<file path="src/rtc_pkg.sv">
// Shared constants, types and state codes for the clock front end.
// Operation
// Top sixteen addresses hit clock registers; RAM enables blocked, registers serve access.
// Up to 524,272 RAM locations; all other addresses pass through.
// System ties unused high address pins high for smaller RAMs.
// Two time sets kept: internal counting set and user-visible set.
// Software can freeze and resume transfer of time into visible set.
// Internal set keeps counting while oscillator runs, regardless of visible set.
// Interrupt pin pulls low when time matches programmed alarm values.
// Alarm works on system supply; optional enable fires it on battery.
// Watchdog fires interrupt or reset when host misses the timeout.
// No register or RAM access while power-on reset output is low.
// Register hit forces RAM chip select output high.
// Otherwise chip and output enables copied to RAM outputs after delay.
// Register read with both enables low drives selected byte on data pins.
// Chip enable low with write enable high is a read cycle.
// Reads follow address changes without new enable edges.
// Data pins driven only when both enables active, else released.
// On address change old byte holds briefly, then output is undefined.
// Supply out of tolerance makes chip enable ignored, blocking all access.
// Time held as packed BCD, hours in 24-hour form, with century.
// Calendar rolls month lengths and leap years without software.
// Timebase from crystal or external 32.768kHz oscillator on first input.
// Reset output stays low 40ms to 200ms after supply returns.
// Chip and write enables both low write; host holds address stable.
// Register hit when all address bits above lowest four are high.
`default_nettype none
package rtc_pkg;
	localparam int ADDR_W = 19;
	localparam int SEL_W = 4;
	localparam int NREG = 16;
	// Register indices within the top sixteen locations.
	localparam logic [3:0] IDX_FLAGS = 4'h0;
	localparam logic [3:0] IDX_ASEC = 4'h2;
	localparam logic [3:0] IDX_AMIN = 4'h3;
	localparam logic [3:0] IDX_AHOUR = 4'h4;
	localparam logic [3:0] IDX_ADATE = 4'h5;
	localparam logic [3:0] IDX_INTS = 4'h6;
	localparam logic [3:0] IDX_WDOG = 4'h7;
	localparam logic [3:0] IDX_CTRL = 4'h8;
	localparam logic [3:0] IDX_SEC = 4'h9;
	localparam logic [3:0] IDX_MIN = 4'hA;
	localparam logic [3:0] IDX_HOUR = 4'hB;
	localparam logic [3:0] IDX_DAY = 4'hC;
	localparam logic [3:0] IDX_DATE = 4'hD;
	localparam logic [3:0] IDX_MONTH = 4'hE;
	localparam logic [3:0] IDX_YEAR = 4'hF;
	// Field positions.
	localparam int BIT_W = 7;
	localparam int BIT_R = 6;
	localparam int BIT_OSC = 7;
	localparam int BIT_AE = 7;
	localparam int BIT_ABE = 5;
	localparam int BIT_WDS = 7;
	localparam int BIT_WF = 7;
	localparam int BIT_AF = 6;
	localparam int BIT_AM = 7;
	// Reset values of the calendar: 2000-01-01, day 1.
	localparam logic [7:0] BCD_ZERO = 8'h00;
	localparam logic [7:0] BCD_ONE = 8'h01;
	localparam logic [7:0] CENT_INIT = 8'h20;
	localparam logic [7:0] MAX_SEC = 8'h59;
	localparam logic [7:0] MAX_HOUR = 8'h23;
	localparam logic [7:0] MAX_DAY = 8'h07;
	localparam logic [7:0] MAX_MONTH = 8'h12;
	localparam logic [7:0] MAX_YEAR = 8'h99;
	localparam logic [7:0] MAX_CENT = 8'h39;
	// Timing.
	localparam int CLK_HZ = 40_000_000;
	localparam int TICK_HZ = 32_768;
	localparam int POR_MS = 40;
	localparam int POR_CYC = CLK_HZ / 1000 * POR_MS;
	localparam int HOLD_NS = 50;
	localparam int HOLD_CYC = (HOLD_NS * (CLK_HZ / 1_000_000) + 999) / 1000;
	localparam int WD_UNIT_HZ = 16;
	typedef enum logic [1:0] {
		POR_IDLE = 2'b00,
		POR_HOLD = 2'b01,
		POR_RUN = 2'b10
	} por_e;
	typedef struct packed {
		logic [ADDR_W-1:0] addr;
		logic ce_b;
		logic oe_b;
		logic we_b;
	} bus_s;
	typedef struct packed {
		logic [7:0] sec;
		logic [7:0] min;
		logic [7:0] hour;
		logic [7:0] day;
		logic [7:0] date;
		logic [7:0] month;
		logic [7:0] year;
		logic [7:0] cent;
	} time_s;
	// BCD increment of a packed two-digit byte.
	function automatic logic [7:0] bcd_inc(input logic [7:0] v);
		if (v[3:0] == 4'h9)
			return {v[7:4] + 4'h1, 4'h0};
		return {v[7:4], v[3:0] + 4'h1};
	endfunction
	function automatic logic is_leap(input logic [7:0] yr);
		logic [4:0] bin;
		bin = 5'(yr[7:4] * 4'hA % 5'd4) + 5'(yr[3:0]);
		return bin[1:0] == 2'b00;
	endfunction
	function automatic logic [7:0] month_len(input logic [7:0] mo,
			input logic [7:0] yr);
		unique case (mo)
			8'h02: return is_leap(yr) ? 8'h29 : 8'h28;
			8'h04, 8'h06, 8'h09, 8'h11: return 8'h30;
			default: return 8'h31;
		endcase
	endfunction
endpackage
`default_nettype wire

</file>
<file path="src/rtc_calendar.sv">
// Internal counting time set with BCD calendar rollover.
`default_nettype none
module rtc_calendar import rtc_pkg::*; (
	input wire logic clk,
	input wire logic rst_b,
	input wire logic ce,
	input wire logic tick,
	input wire logic load,
	input wire time_s load_val,
	output time_s now
);
	time_s cur_r, cur_nxt;
	always_comb begin
		cur_nxt = cur_r;
		if (load) begin
			cur_nxt = load_val;
		end else if (tick) begin
			cur_nxt.sec = bcd_inc(cur_r.sec);
			if (cur_r.sec == MAX_SEC) begin
				cur_nxt.sec = BCD_ZERO;
				cur_nxt.min = bcd_inc(cur_r.min);
				if (cur_r.min == MAX_SEC) begin
					cur_nxt.min = BCD_ZERO;
					cur_nxt.hour = bcd_inc(cur_r.hour);
					if (cur_r.hour == MAX_HOUR) begin
						cur_nxt.hour = BCD_ZERO;
						cur_nxt.day = (cur_r.day == MAX_DAY) ? BCD_ONE :
							bcd_inc(cur_r.day);
						cur_nxt.date = bcd_inc(cur_r.date);
						if (cur_r.date == month_len(cur_r.month, cur_r.year)) begin
							cur_nxt.date = BCD_ONE;
							cur_nxt.month = bcd_inc(cur_r.month);
							if (cur_r.month == MAX_MONTH) begin
								cur_nxt.month = BCD_ONE;
								cur_nxt.year = bcd_inc(cur_r.year);
								if (cur_r.year == MAX_YEAR) begin
									cur_nxt.year = BCD_ZERO;
									cur_nxt.cent = (cur_r.cent == MAX_CENT) ?
										BCD_ZERO : bcd_inc(cur_r.cent);
								end
							end
						end
					end
				end
			end
		end
	end
	always_ff @(posedge clk or negedge rst_b) begin
		if (!rst_b)
			cur_r <= '{BCD_ZERO, BCD_ZERO, BCD_ZERO, BCD_ONE, BCD_ONE,
				BCD_ONE, BCD_ZERO, CENT_INIT};
		else if (ce)
			cur_r <= cur_nxt;
	end
	assign now = cur_r;
endmodule
`default_nettype wire

</file>
<file path="src/rtc_por.sv">
// Power-on reset hold-off timer.
`default_nettype none
module rtc_por import rtc_pkg::*; #(
	parameter int HOLD = POR_CYC
) (
	input wire logic clk,
	input wire logic rst_b,
	input wire logic ce,
	input wire logic supply_ok,
	output logic por_active
);
	por_e st_r, st_nxt;
	logic [31:0] cnt_r, cnt_nxt;
	always_comb begin
		st_nxt = st_r;
		cnt_nxt = cnt_r;
		unique case (st_r)
			POR_IDLE: if (supply_ok) begin
				st_nxt = POR_HOLD;
				cnt_nxt = '0;
			end
			POR_HOLD: begin
				cnt_nxt = cnt_r + 32'd1;
				if (!supply_ok)
					st_nxt = POR_IDLE;
				else if (cnt_r == 32'(HOLD - 1))
					st_nxt = POR_RUN;
			end
			POR_RUN: if (!supply_ok)
				st_nxt = POR_IDLE;
			default: st_nxt = POR_IDLE;
		endcase
	end
	always_ff @(posedge clk or negedge rst_b) begin
		if (!rst_b) begin
			st_r <= POR_IDLE;
			cnt_r <= '0;
		end else if (ce) begin
			st_r <= st_nxt;
			cnt_r <= cnt_nxt;
		end
	end
	assign por_active = (st_r != POR_RUN);
endmodule
`default_nettype wire

</file>
<file path="src/rtc_sram_bus_decoder.sv">
// Top level: bus decode, register file, alarm, watchdog and RAM pass-through.
`default_nettype none
module rtc_sram_bus_decoder import rtc_pkg::*; #(
	parameter int POR_HOLD = POR_CYC,
	parameter int TICK_DIV = TICK_HZ
) (
	input wire logic clk,
	input wire logic rst_b,
	input wire logic clk_en,
	input wire logic [ADDR_W-1:0] address_pins,
	input wire logic chip_en_b,
	input wire logic out_en_b,
	input wire logic write_en_b,
	input wire logic [7:0] data_pins_in,
	output logic [7:0] data_pins_out,
	output logic data_pins_oe,
	input wire logic supply_ok,
	input wire logic on_battery,
	input wire logic crystal_in,
	output logic crystal_out,
	output logic ram_chip_select_out,
	output logic ram_output_gate_out,
	output logic alarm_irq_freqtest_out,
	output logic alarm_irq_oe,
	output logic reset_out,
	output logic reset_oe
);
	// =========================================================
	// Pin synchronisers
	// =========================================================
	bus_s bus_m_r, bus_r;
	logic [7:0] din_m_r, din_r;
	logic [2:0] xin_m_r, xin_r;
	always_ff @(posedge clk or negedge rst_b) begin
		if (!rst_b) begin
			bus_m_r <= '{'0, 1'b1, 1'b1, 1'b1};
			bus_r <= '{'0, 1'b1, 1'b1, 1'b1};
			din_m_r <= '0;
			din_r <= '0;
			xin_m_r <= '0;
			xin_r <= '0;
		end else if (clk_en) begin
			bus_m_r <= '{address_pins, chip_en_b, out_en_b, write_en_b};
			bus_r <= bus_m_r;
			din_m_r <= data_pins_in;
			din_r <= din_m_r;
			xin_m_r <= {supply_ok, on_battery, crystal_in};
			xin_r <= xin_m_r;
		end
	end
	logic supply_s, batt_s, xtal_s;
	assign {supply_s, batt_s, xtal_s} = xin_r;
	// The oscillator amplifier is off-chip here; the output only idles low.
	assign crystal_out = 1'b0;

	// =========================================================
	// Power-on reset and access gating
	// =========================================================
	logic por_active;
	rtc_por #(.HOLD(POR_HOLD)) u_por (
		.clk(clk),
		.rst_b(rst_b),
		.ce(clk_en),
		.supply_ok(supply_s),
		.por_active(por_active)
	);
	logic access_ok, hit, cs, rd, wr;
	assign access_ok = supply_s && !por_active;
	assign hit = &bus_r.addr[ADDR_W-1:SEL_W];
	assign cs = access_ok && !bus_r.ce_b;
	assign rd = cs && bus_r.we_b;
	assign wr = cs && !bus_r.we_b && hit;

	// =========================================================
	// Crystal tick (one pulse per second)
	// =========================================================
	logic xtal_d_r, xtal_d_nxt, sec_tick;
	logic [15:0] div_r, div_nxt;
	always_comb begin
		xtal_d_nxt = xtal_s;
		div_nxt = div_r;
		sec_tick = 1'b0;
		if (xtal_s && !xtal_d_r) begin
			if (div_r == 16'(TICK_DIV - 1)) begin
				div_nxt = '0;
				sec_tick = 1'b1;
			end else begin
				div_nxt = div_r + 16'd1;
			end
		end
	end
	always_ff @(posedge clk or negedge rst_b) begin
		if (!rst_b) begin
			xtal_d_r <= 1'b0;
			div_r <= '0;
		end else if (clk_en) begin
			xtal_d_r <= xtal_d_nxt;
			div_r <= div_nxt;
		end
	end

	// =========================================================
	// Register file and time sets
	// =========================================================
	logic [7:0] regs_r [NREG];
	logic [7:0] regs_nxt [NREG];
	time_s now, load_val;
	logic load, osc_run, wr_d_r;
	logic af_set, wf_set, wd_kick;
	assign osc_run = !regs_r[IDX_SEC][BIT_OSC];
	assign load_val = '{regs_r[IDX_SEC] & 8'h7F, regs_r[IDX_MIN],
		regs_r[IDX_HOUR], regs_r[IDX_DAY] & 8'h07, regs_r[IDX_DATE],
		regs_r[IDX_MONTH], regs_r[IDX_YEAR], regs_r[IDX_CTRL] & 8'h3F};
	// Only a write taking W from one to zero commits the visible set, so
	// setting R alone never rewinds the counter or swallows a tick.
	assign load = wr_d_r && !regs_r[IDX_CTRL][BIT_W] && clk_en;
	rtc_calendar u_cal (
		.clk(clk),
		.rst_b(rst_b),
		.ce(clk_en),
		.tick(sec_tick && osc_run),
		.load(load),
		.load_val(load_val),
		.now(now)
	);
	logic frozen;
	assign frozen = regs_r[IDX_CTRL][BIT_W] || regs_r[IDX_CTRL][BIT_R];
	logic [3:0] sel;
	assign sel = bus_r.addr[SEL_W-1:0];
	logic rd_d_r;
	logic [3:0] rd_sel_r;
	logic rd_end;
	always_comb begin
		for (int i = 0; i < NREG; i++)
			regs_nxt[i] = regs_r[i];
		if (!frozen) begin
			regs_nxt[IDX_SEC] = {regs_r[IDX_SEC][BIT_OSC], now.sec[6:0]};
			regs_nxt[IDX_MIN] = now.min;
			regs_nxt[IDX_HOUR] = now.hour;
			regs_nxt[IDX_DAY] = {regs_r[IDX_DAY][7:3], now.day[2:0]};
			regs_nxt[IDX_DATE] = now.date;
			regs_nxt[IDX_MONTH] = now.month;
			regs_nxt[IDX_YEAR] = now.year;
			regs_nxt[IDX_CTRL] = {regs_r[IDX_CTRL][7:6], now.cent[5:0]};
		end
		if (wr && sel != IDX_FLAGS)
			regs_nxt[sel] = din_r;
		// Flags clear on a read ending; a fresh event in that cycle wins.
		if (rd_end && hit && rd_sel_r == IDX_FLAGS) begin
			regs_nxt[IDX_FLAGS][BIT_AF] = 1'b0;
			regs_nxt[IDX_FLAGS][BIT_WF] = 1'b0;
		end
		if (af_set)
			regs_nxt[IDX_FLAGS][BIT_AF] = 1'b1;
		if (wf_set)
			regs_nxt[IDX_FLAGS][BIT_WF] = 1'b1;
		regs_nxt[IDX_FLAGS][5:0] = '0;
	end
	assign rd_end = rd_d_r && !(rd && hit);
	always_ff @(posedge clk or negedge rst_b) begin
		if (!rst_b) begin
			for (int i = 0; i < NREG; i++)
				regs_r[i] <= BCD_ZERO;
			wr_d_r <= 1'b0;
			rd_d_r <= 1'b0;
			rd_sel_r <= '0;
		end else if (clk_en) begin
			for (int i = 0; i < NREG; i++)
				regs_r[i] <= regs_nxt[i];
			wr_d_r <= wr && sel == IDX_CTRL
				&& regs_r[IDX_CTRL][BIT_W] && !din_r[BIT_W];
			rd_d_r <= rd && hit;
			rd_sel_r <= sel;
		end
	end

	// =========================================================
	// Alarm match
	// =========================================================
	function automatic logic field_ok(input logic [7:0] a, input logic [7:0] t,
			input logic [7:0] m);
		return a[BIT_AM] || ((a & m) == (t & m));
	endfunction
	logic match_now, match_d_r;
	assign match_now = field_ok(regs_r[IDX_ASEC], {1'b0, now.sec[6:0]}, 8'h7F)
		&& field_ok(regs_r[IDX_AMIN], now.min, 8'h7F)
		&& field_ok(regs_r[IDX_AHOUR], now.hour, 8'h3F)
		&& field_ok(regs_r[IDX_ADATE], now.date, 8'h3F);
	// Only the rising edge of a match counts, so one match sets one flag.
	assign af_set = match_now && !match_d_r
		&& (!batt_s || regs_r[IDX_INTS][BIT_ABE]);
	always_ff @(posedge clk or negedge rst_b) begin
		if (!rst_b)
			match_d_r <= 1'b0;
		else if (clk_en)
			match_d_r <= match_now;
	end

	// =========================================================
	// Watchdog
	// =========================================================
	logic [31:0] wd_cnt_r, wd_cnt_nxt, wd_limit;
	logic wd_rst_r, wd_rst_nxt;
	// Counts in sixteenths of a second: BMB sets units, RB scales.
	assign wd_limit = 32'(regs_r[IDX_WDOG][6:2]) * (32'd1 <<
		(2 * regs_r[IDX_WDOG][1:0])) * 32'(TICK_DIV / WD_UNIT_HZ);
	assign wd_kick = wr && sel == IDX_WDOG;
	always_comb begin
		wd_cnt_nxt = wd_cnt_r;
		wd_rst_nxt = wd_rst_r;
		wf_set = 1'b0;
		if (wd_kick || wd_limit == '0) begin
			wd_cnt_nxt = '0;
			wd_rst_nxt = 1'b0;
		end else if (xtal_s && !xtal_d_r) begin
			wd_cnt_nxt = wd_cnt_r + 32'd1;
			if (wd_cnt_r + 32'd1 >= wd_limit) begin
				wd_cnt_nxt = '0;
				wf_set = 1'b1;
				wd_rst_nxt = regs_r[IDX_WDOG][BIT_WDS];
			end
		end
	end
	always_ff @(posedge clk or negedge rst_b) begin
		if (!rst_b) begin
			wd_cnt_r <= '0;
			wd_rst_r <= 1'b0;
		end else if (clk_en) begin
			wd_cnt_r <= wd_cnt_nxt;
			wd_rst_r <= wd_rst_nxt;
		end
	end

	// =========================================================
	// Data pins and RAM pass-through
	// =========================================================
	logic [3:0] hold_r, hold_nxt;
	logic [7:0] dout_r, dout_nxt;
	logic [ADDR_W-1:0] addr_d_r;
	always_comb begin
		hold_nxt = hold_r;
		dout_nxt = dout_r;
		if (bus_r.addr != addr_d_r)
			hold_nxt = 4'(HOLD_CYC);
		else if (hold_r != '0)
			hold_nxt = hold_r - 4'd1;
		else
			dout_nxt = regs_r[sel];
	end
	always_ff @(posedge clk or negedge rst_b) begin
		if (!rst_b) begin
			hold_r <= '0;
			dout_r <= '0;
			addr_d_r <= '0;
		end else if (clk_en) begin
			hold_r <= hold_nxt;
			dout_r <= dout_nxt;
			addr_d_r <= bus_r.addr;
		end
	end
	assign data_pins_out = dout_r;
	assign data_pins_oe = rd && hit && !bus_r.oe_b;
	assign ram_chip_select_out = !(cs && !hit);
	assign ram_output_gate_out = !(access_ok && !hit) || bus_r.oe_b;
	// Open-drain pins: low is driven, high is released.
	assign alarm_irq_freqtest_out = 1'b0;
	assign alarm_irq_oe = (regs_r[IDX_FLAGS][BIT_AF]
		&& regs_r[IDX_INTS][BIT_AE])
		|| (regs_r[IDX_FLAGS][BIT_WF] && !regs_r[IDX_WDOG][BIT_WDS]);
	assign reset_out = 1'b0;
	assign reset_oe = por_active || wd_rst_r;
endmodule
`default_nettype wire

</file>
<file path="config.mk">
export PLATFORM = sky130hd
export DESIGN_NAME = rtc_sram_bus_decoder
export DESIGN_NICKNAME = d
export VERILOG_FILES = /design/src/rtc_pkg.sv /design/src/rtc_calendar.sv /design/src/rtc_por.sv /design/src/rtc_sram_bus_decoder.sv
export SDC_FILE = /design/constraint.sdc
export NUM_CORES = 1
export LEC_CHECK = 0
export BUFFER_PORTS_ARGS = -buffer_cell sky130_fd_sc_hd__buf_2
export CAP_MARGIN = 20
export CORE_UTILIZATION = 40
export DETAILED_ROUTE_END_ITERATION = 10
export SKIP_CTS_REPAIR_TIMING = 1
export SLEW_MARGIN = 30
export SYNTH_ARGS = -nofsm -noshare
export SYNTH_HDL_FRONTEND = slang
export SYNTH_HIERARCHICAL = 1
export SYNTH_SLANG_ARGS = --single-unit
</file>
<file path="constraint.sdc">
create_clock -name clk -period 5.31 [get_ports clk]
set_input_delay 0.7965 -clock clk [delete_from_list [all_inputs] [get_ports clk]]
set_output_delay 0.7965 -clock clk [all_outputs]
set_load 0.02 [all_outputs]
</file>
After elaboration in Yosys (flattened, before gate mapping)
Cells that the tools add are included.
{"block": "totals", "regBits": 374, "out_inout_bits": 16, "elab_cells": 345}
{"block": "op_classes", "addsub": 21, "magnitude_cmp": 3, "bitwise_logic": 3, "mul": 2, "n_shift": 1, "muxes": 113, "n_eq_ne": 36, "reduce_logical": 108}
{"op": "8-bit 2-to-1 mux", "n": 26}
{"op": "64-bit 2-to-1 mux", "n": 3}
{"op": "32-bit 2-to-1 mux", "n": 5}
{"op": "128-bit bitwise mux", "n": 1}
{"op": "128-bit 2-to-1 mux", "n": 1}
{"op": "32-bit by 1-bit adder with 32-bit output, second input constant", "n": 2}
{"op": "4-bit by 1-bit adder with 4-bit output, second input constant", "n": 16}
{"op": "32-bit case mux with 2 select lines", "n": 1}
{"op": "62-bit 2-to-1 mux", "n": 1}
{"op": "1-bit 2-to-1 mux", "n": 59}
{"op": "56-bit 2-to-1 mux", "n": 1}
{"op": "48-bit 2-to-1 mux", "n": 1}
{"op": "4-bit == test, second input constant", "n": 9}
{"op": "8-bit binary-select mux with 4-bit select", "n": 1}
{"op": "8-bit demux with 4-bit select", "n": 1}
{"op": "32-bit by 21-bit == test with 1-bit output, second input constant", "n": 1}
{"op": "32-bit >= comparator", "n": 1}
{"op": "32-bit logical NOT", "n": 1}
{"op": "5-bit by 32-bit multiplier with 21-bit output", "n": 1}
{"op": "16-bit 2-to-1 mux", "n": 2}
{"op": "1-bit by 3-bit << shifter with 32-bit output, first input constant", "n": 1}
{"op": "3-bit nonzero test", "n": 10}
{"op": "1-bit logical AND", "n": 29}
{"op": "8-bit by 3-bit == test with 1-bit output, second input constant", "n": 3}
{"op": "other kinds (45)", "n": 110}

Logic depth before layout (Yosys ltp)
Gate-level depths: netlist of run 1.
{"block": "depth", "ltp_word": 27, "mapped_depth": 23}

Hierarchy
The synthesis of run 1 kept the hierarchy.
{"module": "rtc_sram_bus_decoder", "n_inst": 1, "seq_area_each_um2": 6814.0, "area_each_um2": 14316.2, "cells_each": 1278}
{"module": "rtc_calendar", "n_inst": 1, "seq_area_each_um2": 1606.5, "area_each_um2": 4520.6, "cells_each": 529}
{"module": "rtc_por", "n_inst": 1, "seq_area_each_um2": 850.8, "area_each_um2": 1811.7, "cells_each": 191}

Least setup slack after synthesis of run 1
OpenSTA, ideal clock, no wires.
{"block": "synth_timing", "kind": "flip-flop to flip-flop", "from": "register regs_r[64] in the netlist's numbering", "to": "register wd_cnt_r[23]", "synth_period_minus_slack_ps": 4909, "stages_incl_launch_ff": 24, "arrival_time_ps": 4821, "t_required_ps": 5222, "path_slack_ps": 401, "setup_time_ps": 88, "path_cell_list": "dfrtp_1 -> clkbuf_1 -> nor2b_1 -> and2_1 -> ha_1 -> inv_1 -> fa_1 -> fa_1 -> inv_1 -> ha_1 -> nor2b_1 -> o2111a_1 -> o21ai_0 -> xnor2_1 -> inv_1 -> ha_1 -> a21oi_1 -> nand2_1 -> a21o_1 -> a2111o_1 -> a2111oi_4 -> buf_6 -> nand3_4 -> o221ai_2"}
{"block": "synth_via", "elab_chain_cells": 6, "elab_cells_between_ends": 10}
{"item": "start: declaration", "line": "rtc_sram_bus_decoder.sv:105", "rtl": "logic [7:0] regs_r [NREG];"}
{"item": "start signal: indexed assignment", "line": "rtc_sram_bus_decoder.sv:169", "rtl": "regs_r[i] <= regs_nxt[i];"}
{"item": "1-bit by 3-bit << shifter with 32-bit output *", "line": "rtc_sram_bus_decoder.sv:205", "rtl": "assign wd_limit = 32'(regs_r[IDX_WDOG][6:2]) * (32'd1 <<"}
{"item": "5-bit by 32-bit multiplier with 21-bit output *", "line": "rtc_sram_bus_decoder.sv:205"}
{"item": "32-bit >= comparator or 32-bit logical NOT (tied branches)", "line": "rtc_sram_bus_decoder.sv:217, rtc_sram_bus_decoder.sv:212"}
{"item": "32-bit 2-to-1 mux or 1-bit logical OR (tied branches)", "line": "rtc_sram_bus_decoder.sv:217, rtc_sram_bus_decoder.sv:212"}
{"item": "32-bit 2-to-1 mux or 2-bit nonzero test (tied branches)"}
{"item": "32-bit 2-to-1 mux or 2-bit AND reduction (tied branches)"}
{"item": "end signal: assignment", "line": "rtc_sram_bus_decoder.sv:229", "rtl": "wd_cnt_r <= wd_cnt_nxt;"}
{"item": "end: declaration", "line": "rtc_sram_bus_decoder.sv:202", "rtl": "logic [31:0] wd_cnt_r, wd_cnt_nxt, wd_limit;"}
Mark *: on every way between the ends. The rest lies on a longest branch, timed or not. The select of a mux whose other input is x is not followed.
A chain may end at the register's enable or synchronous reset.

Worst setup path after layout of run 1
{"block": "layout_timing", "from": "register regs_r[64] in the netlist's numbering", "to": "register wd_cnt_r[20]"}
The elaborated chain is that of the path after synthesis.

==> results of run 1 <==
-- flip-flops by register name, indices dropped and copies added, names as in the netlist, 22 cells and up --
| register | cells |
|---|---|
| regs_r | 66 |
| u_cal/now | 64 |
| load_val | 56 |
| u_por/cnt_r | 32 |
| wd_cnt_r | 32 |
| bus_m_r | 22 |
| bus_r | 22 |
-- per-stage QoR --
step                      area, um^2  hold WS (ps)
after floorplan                20700           445
after global placement         21600           462
after detailed placement       21600           463
after CTS                      23100           317
after global routing           23200           345
final                          23200           274
-- logic make-up after synthesis --
kind of cell | count (synthesis) | synth area share (%)
and+or+nand+nor | 655 | 17.0
AOI/OAI and AO/OA | 436 | 13.6
DFF | 370 | 44.9
muxes | 206 | 13.0
buffers and inverters | 173 | 3.42
xor gates and xnor gates | 92 | 3.90
adders and majority gates | 65 | 4.08
other | 1 | 0.0182
-- power groups by stage --
stage / sequential, mW / clock, mW / combinational, mW
after global routing: 3.32 / 3.32 / 0.711
after global placement: 3.33 / 0 / 0.618
final: 3.29 / 3.14 / 0.634
after floorplan: 3.19 / 0 / 0.493
after CTS: 3.29 / 3.20 / 0.641
after detailed placement: 3.34 / 0 / 0.637
-- placed cells by master, fill, tap and decap left out, types with 10 or more instances in the layout --
cell / instances
nand3b_1: 12
clkbuf_16: 44
xnor2_1: 55
mux4_2: 34
nor3_1: 39
a22oi_1: 11
mux2_2: 165
nand2b_1: 12
nand4_1: 50
o22ai_1: 52
ha_1: 61
dfrtp_1: 356
o21ai_0: 108
nor2b_1: 17
dfstp_2: 10
nor3b_1: 15
buf_2: 46
a22o_1: 25
inv_1: 80
a31oi_1: 12
buf_4: 25
nand3_1: 60
xor2_1: 37
and3_1: 19
nand2_1: 130
nor2_1: 170
a21oi_1: 131
and2_1: 15
conb_1: 11
or3_1: 22
nor4_1: 26
-- final cells by class --
cell class	count	area share [%]
Inverter	80	1.29
Timing Repair Buffer	78	2.37
Sequential cell	370	40.0
Clock buffer	58	5.27
Clock inverter	19	1.18
Multi-Input combinational cell	1465	46.3
Tap cell	672	3.62
-- worst paths after layout --
path / from / to
worst max register to register: regs_r[64]$_DFFE_PN0P_ / wd_cnt_r[20]$_DFFE_PN0P_
max in group asynchronous: rst_b / regs_r[65]$_DFFE_PN0P_
worst min register to register: div_r[14]$_DFFE_PN0P_ / div_r[14]$_DFFE_PN0P_
min in group clk: data_pins_in[2] / din_m_r[2]$_DFFE_PN0P_
worst min-delay path: rst_b / bus_m_r[20]$_DFFE_PN0P_
worst max-delay path: regs_r[64]$_DFFE_PN0P_ / wd_cnt_r[20]$_DFFE_PN0P_
-- layer usage --
metal / wire, um / share of wire (%) / vias to the layer above / track usage [%]
li1: - / - / 7422 / -
met1: 24900 / 44 / 8029 / 29.7
met2: 25800 / 46 / 491 / 34.2
met3: 3290 / 5.9 / 107 / 3.04
met4: 2050 / 3.7 / 0 / 8.98
met5: 0 / 0 / - / 0
==> qor.txt, run 1 <==
status - finished clean
gpl congestion - 0.876
top cell type's share of synthesized area - 43.6%
wire per inst - 20.4 um
buffers added on ports - 48
Cell Pwr Density - 304 mW/mm^2
Logic pwr share - 9.0%
unrepaired setup endpoints after global routing - no
global-route wire length before repair - 90100 um
Layout area overhead - 12.4%
Worst R2R Setup Slack - 360 ps
PnR Total Power - 7.06 mW
detailed-route via count - 16000
die area - 0.0525 mm^2
pin count of the biggest net entering global routing - 163
Hold Crit Class - input port to asynchronous set/reset pin
crit-path cells - nor2b_2 > and2_1 > ha_1 > inv_1 > fa_1 > inv_1 > ha_1 > a211o_1 > o2111a_1 > o21ai_0 > xnor2_1 > inv_1 > ha_1 > a21oi_1 > nand2_1 > a21o_1 > a2111o_1 > a2111oi_4 > buf_4 > and3_2 > o2bb2ai_1
io pins - 52
Fill cells - 4760
top-count cell post-synth - dfrtp_1
Non-Filler Instances - 2742
Die Span Y - 229 um
endpoints failing setup - 0
final antenna-violating net count - 0
Yosys reg bits - 370
leak pwr - 9.86 nW
Yosys cell types - 100
placed cells - 2662
Final HPWL DP - 38600 um
cell area after synthesis - 0.0206 mm^2
maximum VDD drop - 245 uV
initial DRC count - 1493
CP startpoint kind - flip-flop
Area contributors post-synth - dfrtp_1, mux2_2, mux4_2
slowest stage cell, crit path - fa_1
Sw Ratio - 26.1%
leading area contributor after synthesis - dfrtp_1
CTS tree - yes
CP Data Arrival Time - 5430 ps
Period Utilization, post-route - 93.2%
setup TNS - 0 ps
final wirelength - 56000 um
clock buffer depth - 3
EDFF count, synth - 0
Yosys warnings - 6
Num CTS Buffers - 42
Max transition margin - 32.6%
top achievable clock speed - 202 MHz
CP peak stage delay - 560 ps
Worst Path Required - 5790 ps
Flop pwr share - 46.6%
initial core utilization - 40.8%
cell internal pwr - 5.22 mW
Synth top cells by count - dfrtp_1, nor2_1, mux2_2, a21oi_1, nand2_1
initial antenna violation count - 0
cell depth of the worst setup path - 21
ant diodes - 0
worst-skew pair later-pin latency - 570 ps
post-place setup slack - 86.2 ps
CTS H-tree lvls - 2
final core occ - 45.9%
Post-route DRC - 0
clock sink count - 370
multi-input logic area - 0.0107 mm^2
Max-cap violations - 0
layout cells sized above 1 - 20.1%
Buf/Inv on CP - 4
kind of cell adding the most delay to the critical path - compound AO/OA/AOI/OAI gates
Clock transition at path regs - 60 ps
crit path max fanout - 10
drt via density - 5.85
Synth async-reset ratio - 100%
final worst slack - 361 ps
Final Skew - 16.3 ps
total track usage - 21.6%
grt total ovfl - 0
vias in the first global route - 15800
first drt pass iteration count - 6
Worst Path Class, Setup - flip-flop to flip-flop
Switch Pwr - 1.85 mW
Core Rows - 82
Chip Width - 229 um
Clk pwr share - 44.5%
Min Clock Period, post-route - 4950 ps
NumNets Final - 2138
critical path endpoint category - flip-flop
area of the core - 0.0506 mm^2
register area - 0.00928 mm^2
worst r2r path cells - 21
post-synthesis area per instance - 10.3 um^2
Seq/Total Area, Yosys - 44.9%
Slew @ Worst Pin - 1010 ps
top_reg_cell synth - dfrtp_1
clock root cell - clkbuf_16
final hold vios - 0
Slew Viols, Final - 0
Syn Inst Count - 1998
Power figures use the tool's default switching activity.
==> run 2, diff against run 1 <==
--- a/config.mk
+++ b/config.mk
@@ -7,6 +7,7 @@
 export LEC_CHECK = 0
 export BUFFER_PORTS_ARGS = -buffer_cell sky130_fd_sc_hd__buf_2
 export CAP_MARGIN = 20
+export CORE_ASPECT_RATIO = 1.2
 export CORE_UTILIZATION = 40
 export DETAILED_ROUTE_END_ITERATION = 10
 export SKIP_CTS_REPAIR_TIMING = 1
==> run 2 against run 1 <==
Compared with the run above: critical path depth rose by 2; power fell by 0.85%; wire length rose by 0.83%; sequential power barely moved; sequential cell count did not move; first-iteration DRC count fell by 20%; die area barely moved; via count rose by 0.75%; maximum frequency barely moved; largest power group unchanged.
==> qor.txt, run 2 (synthesis results as in run 1) <==
Worst Path Required - 5790 ps
register area - 0.00928 mm^2
final worst slack - 357 ps
Post-route DRC - 0
layout cells sized above 1 - 19.9%
global-route wire length before repair - 91000 um
Layout area overhead - 12.1%
worst-skew pair later-pin latency - 580 ps
Logic pwr share - 9.0%
CP Data Arrival Time - 5430 ps
CP startpoint kind - flip-flop
Die Span Y - 251 um
drt via density - 5.95
vias in the first global route - 16300
clock buffer depth - 3
cell internal pwr - 5.16 mW
leak pwr - 9.87 nW
Hold Crit Class - input port to asynchronous set/reset pin
wire per inst - 20.8 um
multi-input logic area - 0.0107 mm^2
initial antenna violation count - 1
pin count of the biggest net entering global routing - 120
clock sink count - 370
Cell Pwr Density - 303 mW/mm^2
initial DRC count - 1187
commonest non-fill, non-tap cells in the layout - dfrtp_1, nor2_1, mux2_2
area of the core - 0.0507 mm^2
endpoints failing setup - 0
Num CTS Buffers - 43
final antenna-violating net count - 0
Worst Path Class, Setup - flip-flop to flip-flop
final wirelength - 56500 um
detailed-route via count - 16200
Period Utilization, post-route - 93.3%
buffers added on ports - 48
Clk pwr share - 43.7%
NumNets Final - 2142
commonest non-fill, non-tap cell in the layout - dfrtp_1
Final Skew - 22.7 ps
Largest Register - regs_r
clock root cell - clkbuf_16
status - finished clean
max FFs per register - 66
crit path max fanout - 10
CTS tree - yes
Clock transition at path regs - 60 ps
Min Clock Period, post-route - 4950 ps
Slew Viols, Final - 0
setup TNS - 0 ps
initial core utilization - 40.7%
placed cells - 2636
critical path endpoint category - flip-flop
maximum VDD drop - 247 uV
io pins - 52
Slew @ Worst Pin - 1070 ps
Final HPWL DP - 39300 um
die area - 0.0525 mm^2
final hold vios - 0
Sw Ratio - 26.4%
Fill cells - 4739
total track usage - 21.8%
Flop pwr share - 47.3%
Switch Pwr - 1.85 mW
hold slack - 71.0 ps
top achievable clock speed - 202 MHz
CTS H-tree lvls - 2
Max-cap violations - 0
Core Rows - 90
Chip Width - 209 um
Non-Filler Instances - 2719
grt total ovfl - 0
unrepaired setup endpoints after global routing - no
gpl congestion - 0.869
post-place setup slack - 153 ps
first drt pass iteration count - 5
Max transition margin - 28.9%
-- run 2: cell count changes in the layout (fill, tap and decap cells not counted), sizes merged --
cell / before / now
bufinv: 6 / 2
diode: 0 / 1
clkinvlp: 4 / 0
clkbuf: 59 / 70
clkinv: 8 / 5
buf: 77 / 81
-- run 2: final timing paths --
path,cells after the start,end,slack (ps),start
max reg2reg,23,wd_cnt_r[2]$_DFFE_PN0P_,360,regs_r[65]$_DFFE_PN0P_
min in group clk,2,bus_m_r[21]$_DFFE_PN0P_,460,address_pins[18]
min,1,u_cal/now[39]$_DFFE_PN0P_,70,rst_b
max,23,wd_cnt_r[2]$_DFFE_PN0P_,360,regs_r[65]$_DFFE_PN0P_
max in group asynchronous,3,bus_r[3]$_DFFE_PN0P_,3950,rst_b
min reg2reg,1,div_r[14]$_DFFE_PN0P_,470,div_r[14]$_DFFE_PN0P_
-- run 2: worst max-delay path, stage by stage (launching register included) --
cell and delay, ps:
dfrtp_2 460, nor2b_1 150, and2_1 140, ha_1 140
inv_1 50, fa_1 410, fa_1 390, inv_1 60
ha_1 230, nor2b_1 150, o2111a_1 220, o21ai_0 190
xnor2_1 190, inv_1 80, ha_1 310, a21oi_1 160
nand2_1 70, a21o_1 180, a2111o_1 440, a2111oi_4 280
buf_6 220, buf_4 130, nand4b_1 90, o211ai_1 110
-- run 2: cell type report --
class / count / area share (%)
Inverter: 80 / 1.30
Multi-Input combinational cell: 1465 / 46.4
Clock buffer: 70 / 5.88
Tap cell: 644 / 3.48
Timing Repair Buffer: 81 / 2.44
Clock inverter: 8 / 0.454
Sequential cell: 370 / 40.1
Antenna cell: 1 / 0.0108
-- run 2: power groups by stage --
stage	sequential, mW	clock, mW	combinational [mW]
2_1_floorplan	3.19	0	0.493
3_3_place_gp	3.35	0	0.615
3_5_place_dp	3.35	0	0.632
4_1_cts	3.31	3.13	0.635
5_1_grt	3.33	3.23	0.701
6_report	3.31	3.06	0.632
-- run 2: routing by layer --
| layer | GRT usage, % | wire length, um | vias up |
|---|---|---|---|
| met5 | 0 | 0 | - |
| met4 | 8.91 | 2010 | 0 |
| met3 | 2.94 | 2860 | 129 |
| met2 | 36.9 | 27700 | 467 |
| met1 | 28.1 | 23900 | 8144 |
| li1 | - | - | 7430 |
-- run 2: stage by stage --
stage	total power [mW]	area [um^2]	utilization, %
floorplan	3.68	20700	-
global placement	3.96	21600	42.6
detailed placement	3.99	21600	42.6
CTS	7.07	23100	45.5
global route	7.26	23100	45.7
finish	7.00	23100	45.7
==> run 3, diff against run 2 <==
--- a/config.mk
+++ b/config.mk
@@ -7,9 +7,12 @@
 export LEC_CHECK = 0
 export BUFFER_PORTS_ARGS = -buffer_cell sky130_fd_sc_hd__buf_2
 export CAP_MARGIN = 20
+export CELL_PAD_IN_SITES_DETAIL_PLACEMENT = 1
+export CELL_PAD_IN_SITES_GLOBAL_PLACEMENT = 1
 export CORE_ASPECT_RATIO = 1.2
 export CORE_UTILIZATION = 40
 export DETAILED_ROUTE_END_ITERATION = 10
+export PLACE_DENSITY_LB_ADDON = 0.1
 export SKIP_CTS_REPAIR_TIMING = 1
 export SLEW_MARGIN = 30
 export SYNTH_ARGS = -nofsm -noshare
==> run 3 against run 2 <==
Compared with the run above: setup slack got worse by 87 ps; global-route usage increased by 2.5 points; die area unchanged; largest power group unchanged; critical path type unchanged.
==> qor.txt, run 3 (synthesis results as in run 1) <==
status - finished clean
Die Span Y - 251 um
R2R Path Start - regs_r[64]$_DFFE_PN0P_
initial DRC count - 916
wire per inst - 23.1 um
total track usage - 24.4%
grt total ovfl - 0
final hold vios - 0
Max-cap violations - 0
Final HPWL DP - 44000 um
worst-skew pair later-pin latency - 590 ps
ant diodes - 0
gpl congestion - 0.822
Worst Path Class, Setup - flip-flop to flip-flop
Cell Pwr Density - 305 mW/mm^2
initial antenna violation count - 0
max FFs per register - 66
area of the core - 0.0507 mm^2
layout cells sized above 1 - 20.6%
Slew Viols, Final - 0
Clock transition at path regs - 60 ps
Core Rows - 90
Sw Ratio - 27.3%
critical path endpoint category - flip-flop
endpoints failing setup - 0
Hold Crit Class - input port to asynchronous set/reset pin
Post-Layout Inst Area - 0.0232 mm^2
detailed-route via count - 16100
crit path max fanout - 5
CP startpoint kind - flip-flop
commonest non-fill, non-tap cells in the layout - dfrtp_1, nor2_1, mux2_2
Num CTS Buffers - 44
slowest stage cell, crit path - a2111o_1
CP Data Arrival Time - 5540 ps
Critical path origin - regs_r[64]$_DFFE_PN0P_
placed cell areas - 0.0217 mm^2
Period Utilization, post-route - 94.9%
initial core utilization - 40.7%
maximum VDD drop - 216 uV
CP peak stage delay - 440 ps
pin count of the biggest net entering global routing - 109
setup TNS - 0 ps
NumNets Final - 2148
Slew @ Worst Pin - 1050 ps
Largest Register - regs_r
leak pwr - 9.93 nW
Flop pwr share - 46.6%
CTS tree - yes
buffers added on ports - 48
commonest non-fill, non-tap cell in the layout - dfrtp_1
Logic pwr share - 9.3%
top achievable clock speed - 198 MHz
clock buffer depth - 3
Post-route DRC - 0
io pins - 52
Chip Width - 209 um
Worst Path Required - 5810 ps
Clk pwr share - 44.1%
global-route wire length before repair - 100000 um
clock sink count - 370
drt via density - 5.92
cell internal pwr - 5.15 mW
top routing layer used - met4
final wirelength - 63100 um
final antenna-violating net count - 0
CTS H-tree lvls - 2
Layout area overhead - 12.5%
Max transition margin - 29.9%
WL met2 - 31500 um
first drt pass iteration count - 5
vias in the first global route - 16900
Switch Pwr - 1.94 mW
Min Clock Period, post-route - 5040 ps
crit-path cells - nor2b_2 > and2_1 > ha_1 > inv_1 > fa_1 > fa_1 > inv_1 > ha_1 > nor2b_1 > o2111a_1 > o21ai_2 > xnor2_2 > inv_1 > ha_1 > a21oi_1 > nand2_1 > a21o_1 > a2111o_1 > a2111oi_4 > buf_6 > nand3_4 > o221ai_2
routed wl met3 - 2170 um
die area - 0.0525 mm^2
met1 WL - 27500 um
Final Skew - 15.0 ps
Fill cells - 5550
clock root cell - clkbuf_16
## run 3: changes by cell type in the layout (fill, tap and decap cells not counted), sizes merged
cell,delta
clkbuf,-11
clkinv,+9
buf,+5
bufinv,+2
clkinvlp,+2
diode,-1
inv,+1
## run 3: power groups by stage
stage	Clock [mW]	Combinational [mW]	Sequential (mW)
final	3.13	0.659	3.30
after global routing	3.31	0.734	3.33
after CTS	3.21	0.668	3.30
after detailed placement	0	0.664	3.35
after global placement	0	0.643	3.34
after floorplan	0	0.493	3.19
## run 3: path summary, 6_finish.rpt
check	cells past startpoint	end	slack, ps
worst min-delay path	1	bus_m_r[17]$_DFFE_PN0P_	250
max in group asynchronous	2	u_cal/now[20]$_DFFE_PN0P_	3770
min in group clk	2	din_m_r[0]$_DFFE_PN0P_	440
worst max-delay path	22	wd_cnt_r[23]$_DFFE_PN0P_	270
worst min register to register	1	div_r[14]$_DFFE_PN0P_	480
worst max register to register	22	wd_cnt_r[23]$_DFFE_PN0P_	270
## run 3: area by class of cell
type                            count  area [um^2]  share of cell area (%)
Sequential cell                   370         9270                    39.9
Clock buffer                       59         1240                    5.33
Clock inverter                     22          245                    1.06
Multi-Input combinational cell   1465        10800                    46.4
Tap cell                          644          806                    3.47
Timing Repair Buffer               86          594                    2.56
Inverter                           80          300                    1.29
## run 3: worst max-delay path, delay by kind of cell, from the launching register on
family	cells	cell delay (ps)
adders and majority gates	5	1510
buffers and inverters	4	400
AOI/OAI and AO/OA	7	1800
and+or+nand+nor	5	720
DFF	1	390
xor gates and xnor gates	1	150
## run 3: metrics by stage
| stage | cells | setup slack (ps) | util, % | power (mW) | hold slack [ps] |
|---|---|---|---|---|---|
| finish | 2726 | 270 | 45.8 | 7.09 | 247 |
| global route | 2726 | -43.9 | 45.8 | 7.37 | 305 |
| CTS | 2723 | 87.4 | 45.7 | 7.18 | 274 |
| detailed placement | 2642 | 111 | 42.8 | 4.01 | 468 |
| global placement | 2642 | 230 | 42.8 | 3.98 | 461 |
| floorplan | 2008 | 401 | - | 3.68 | 445 |
## run 3: per-layer routing
metal	up-vias	GRT usage [%]
met5	-	0
met4	0	8.45
met3	110	3.40
met2	261	41.9
met1	8336	31.3
li1	7439	-
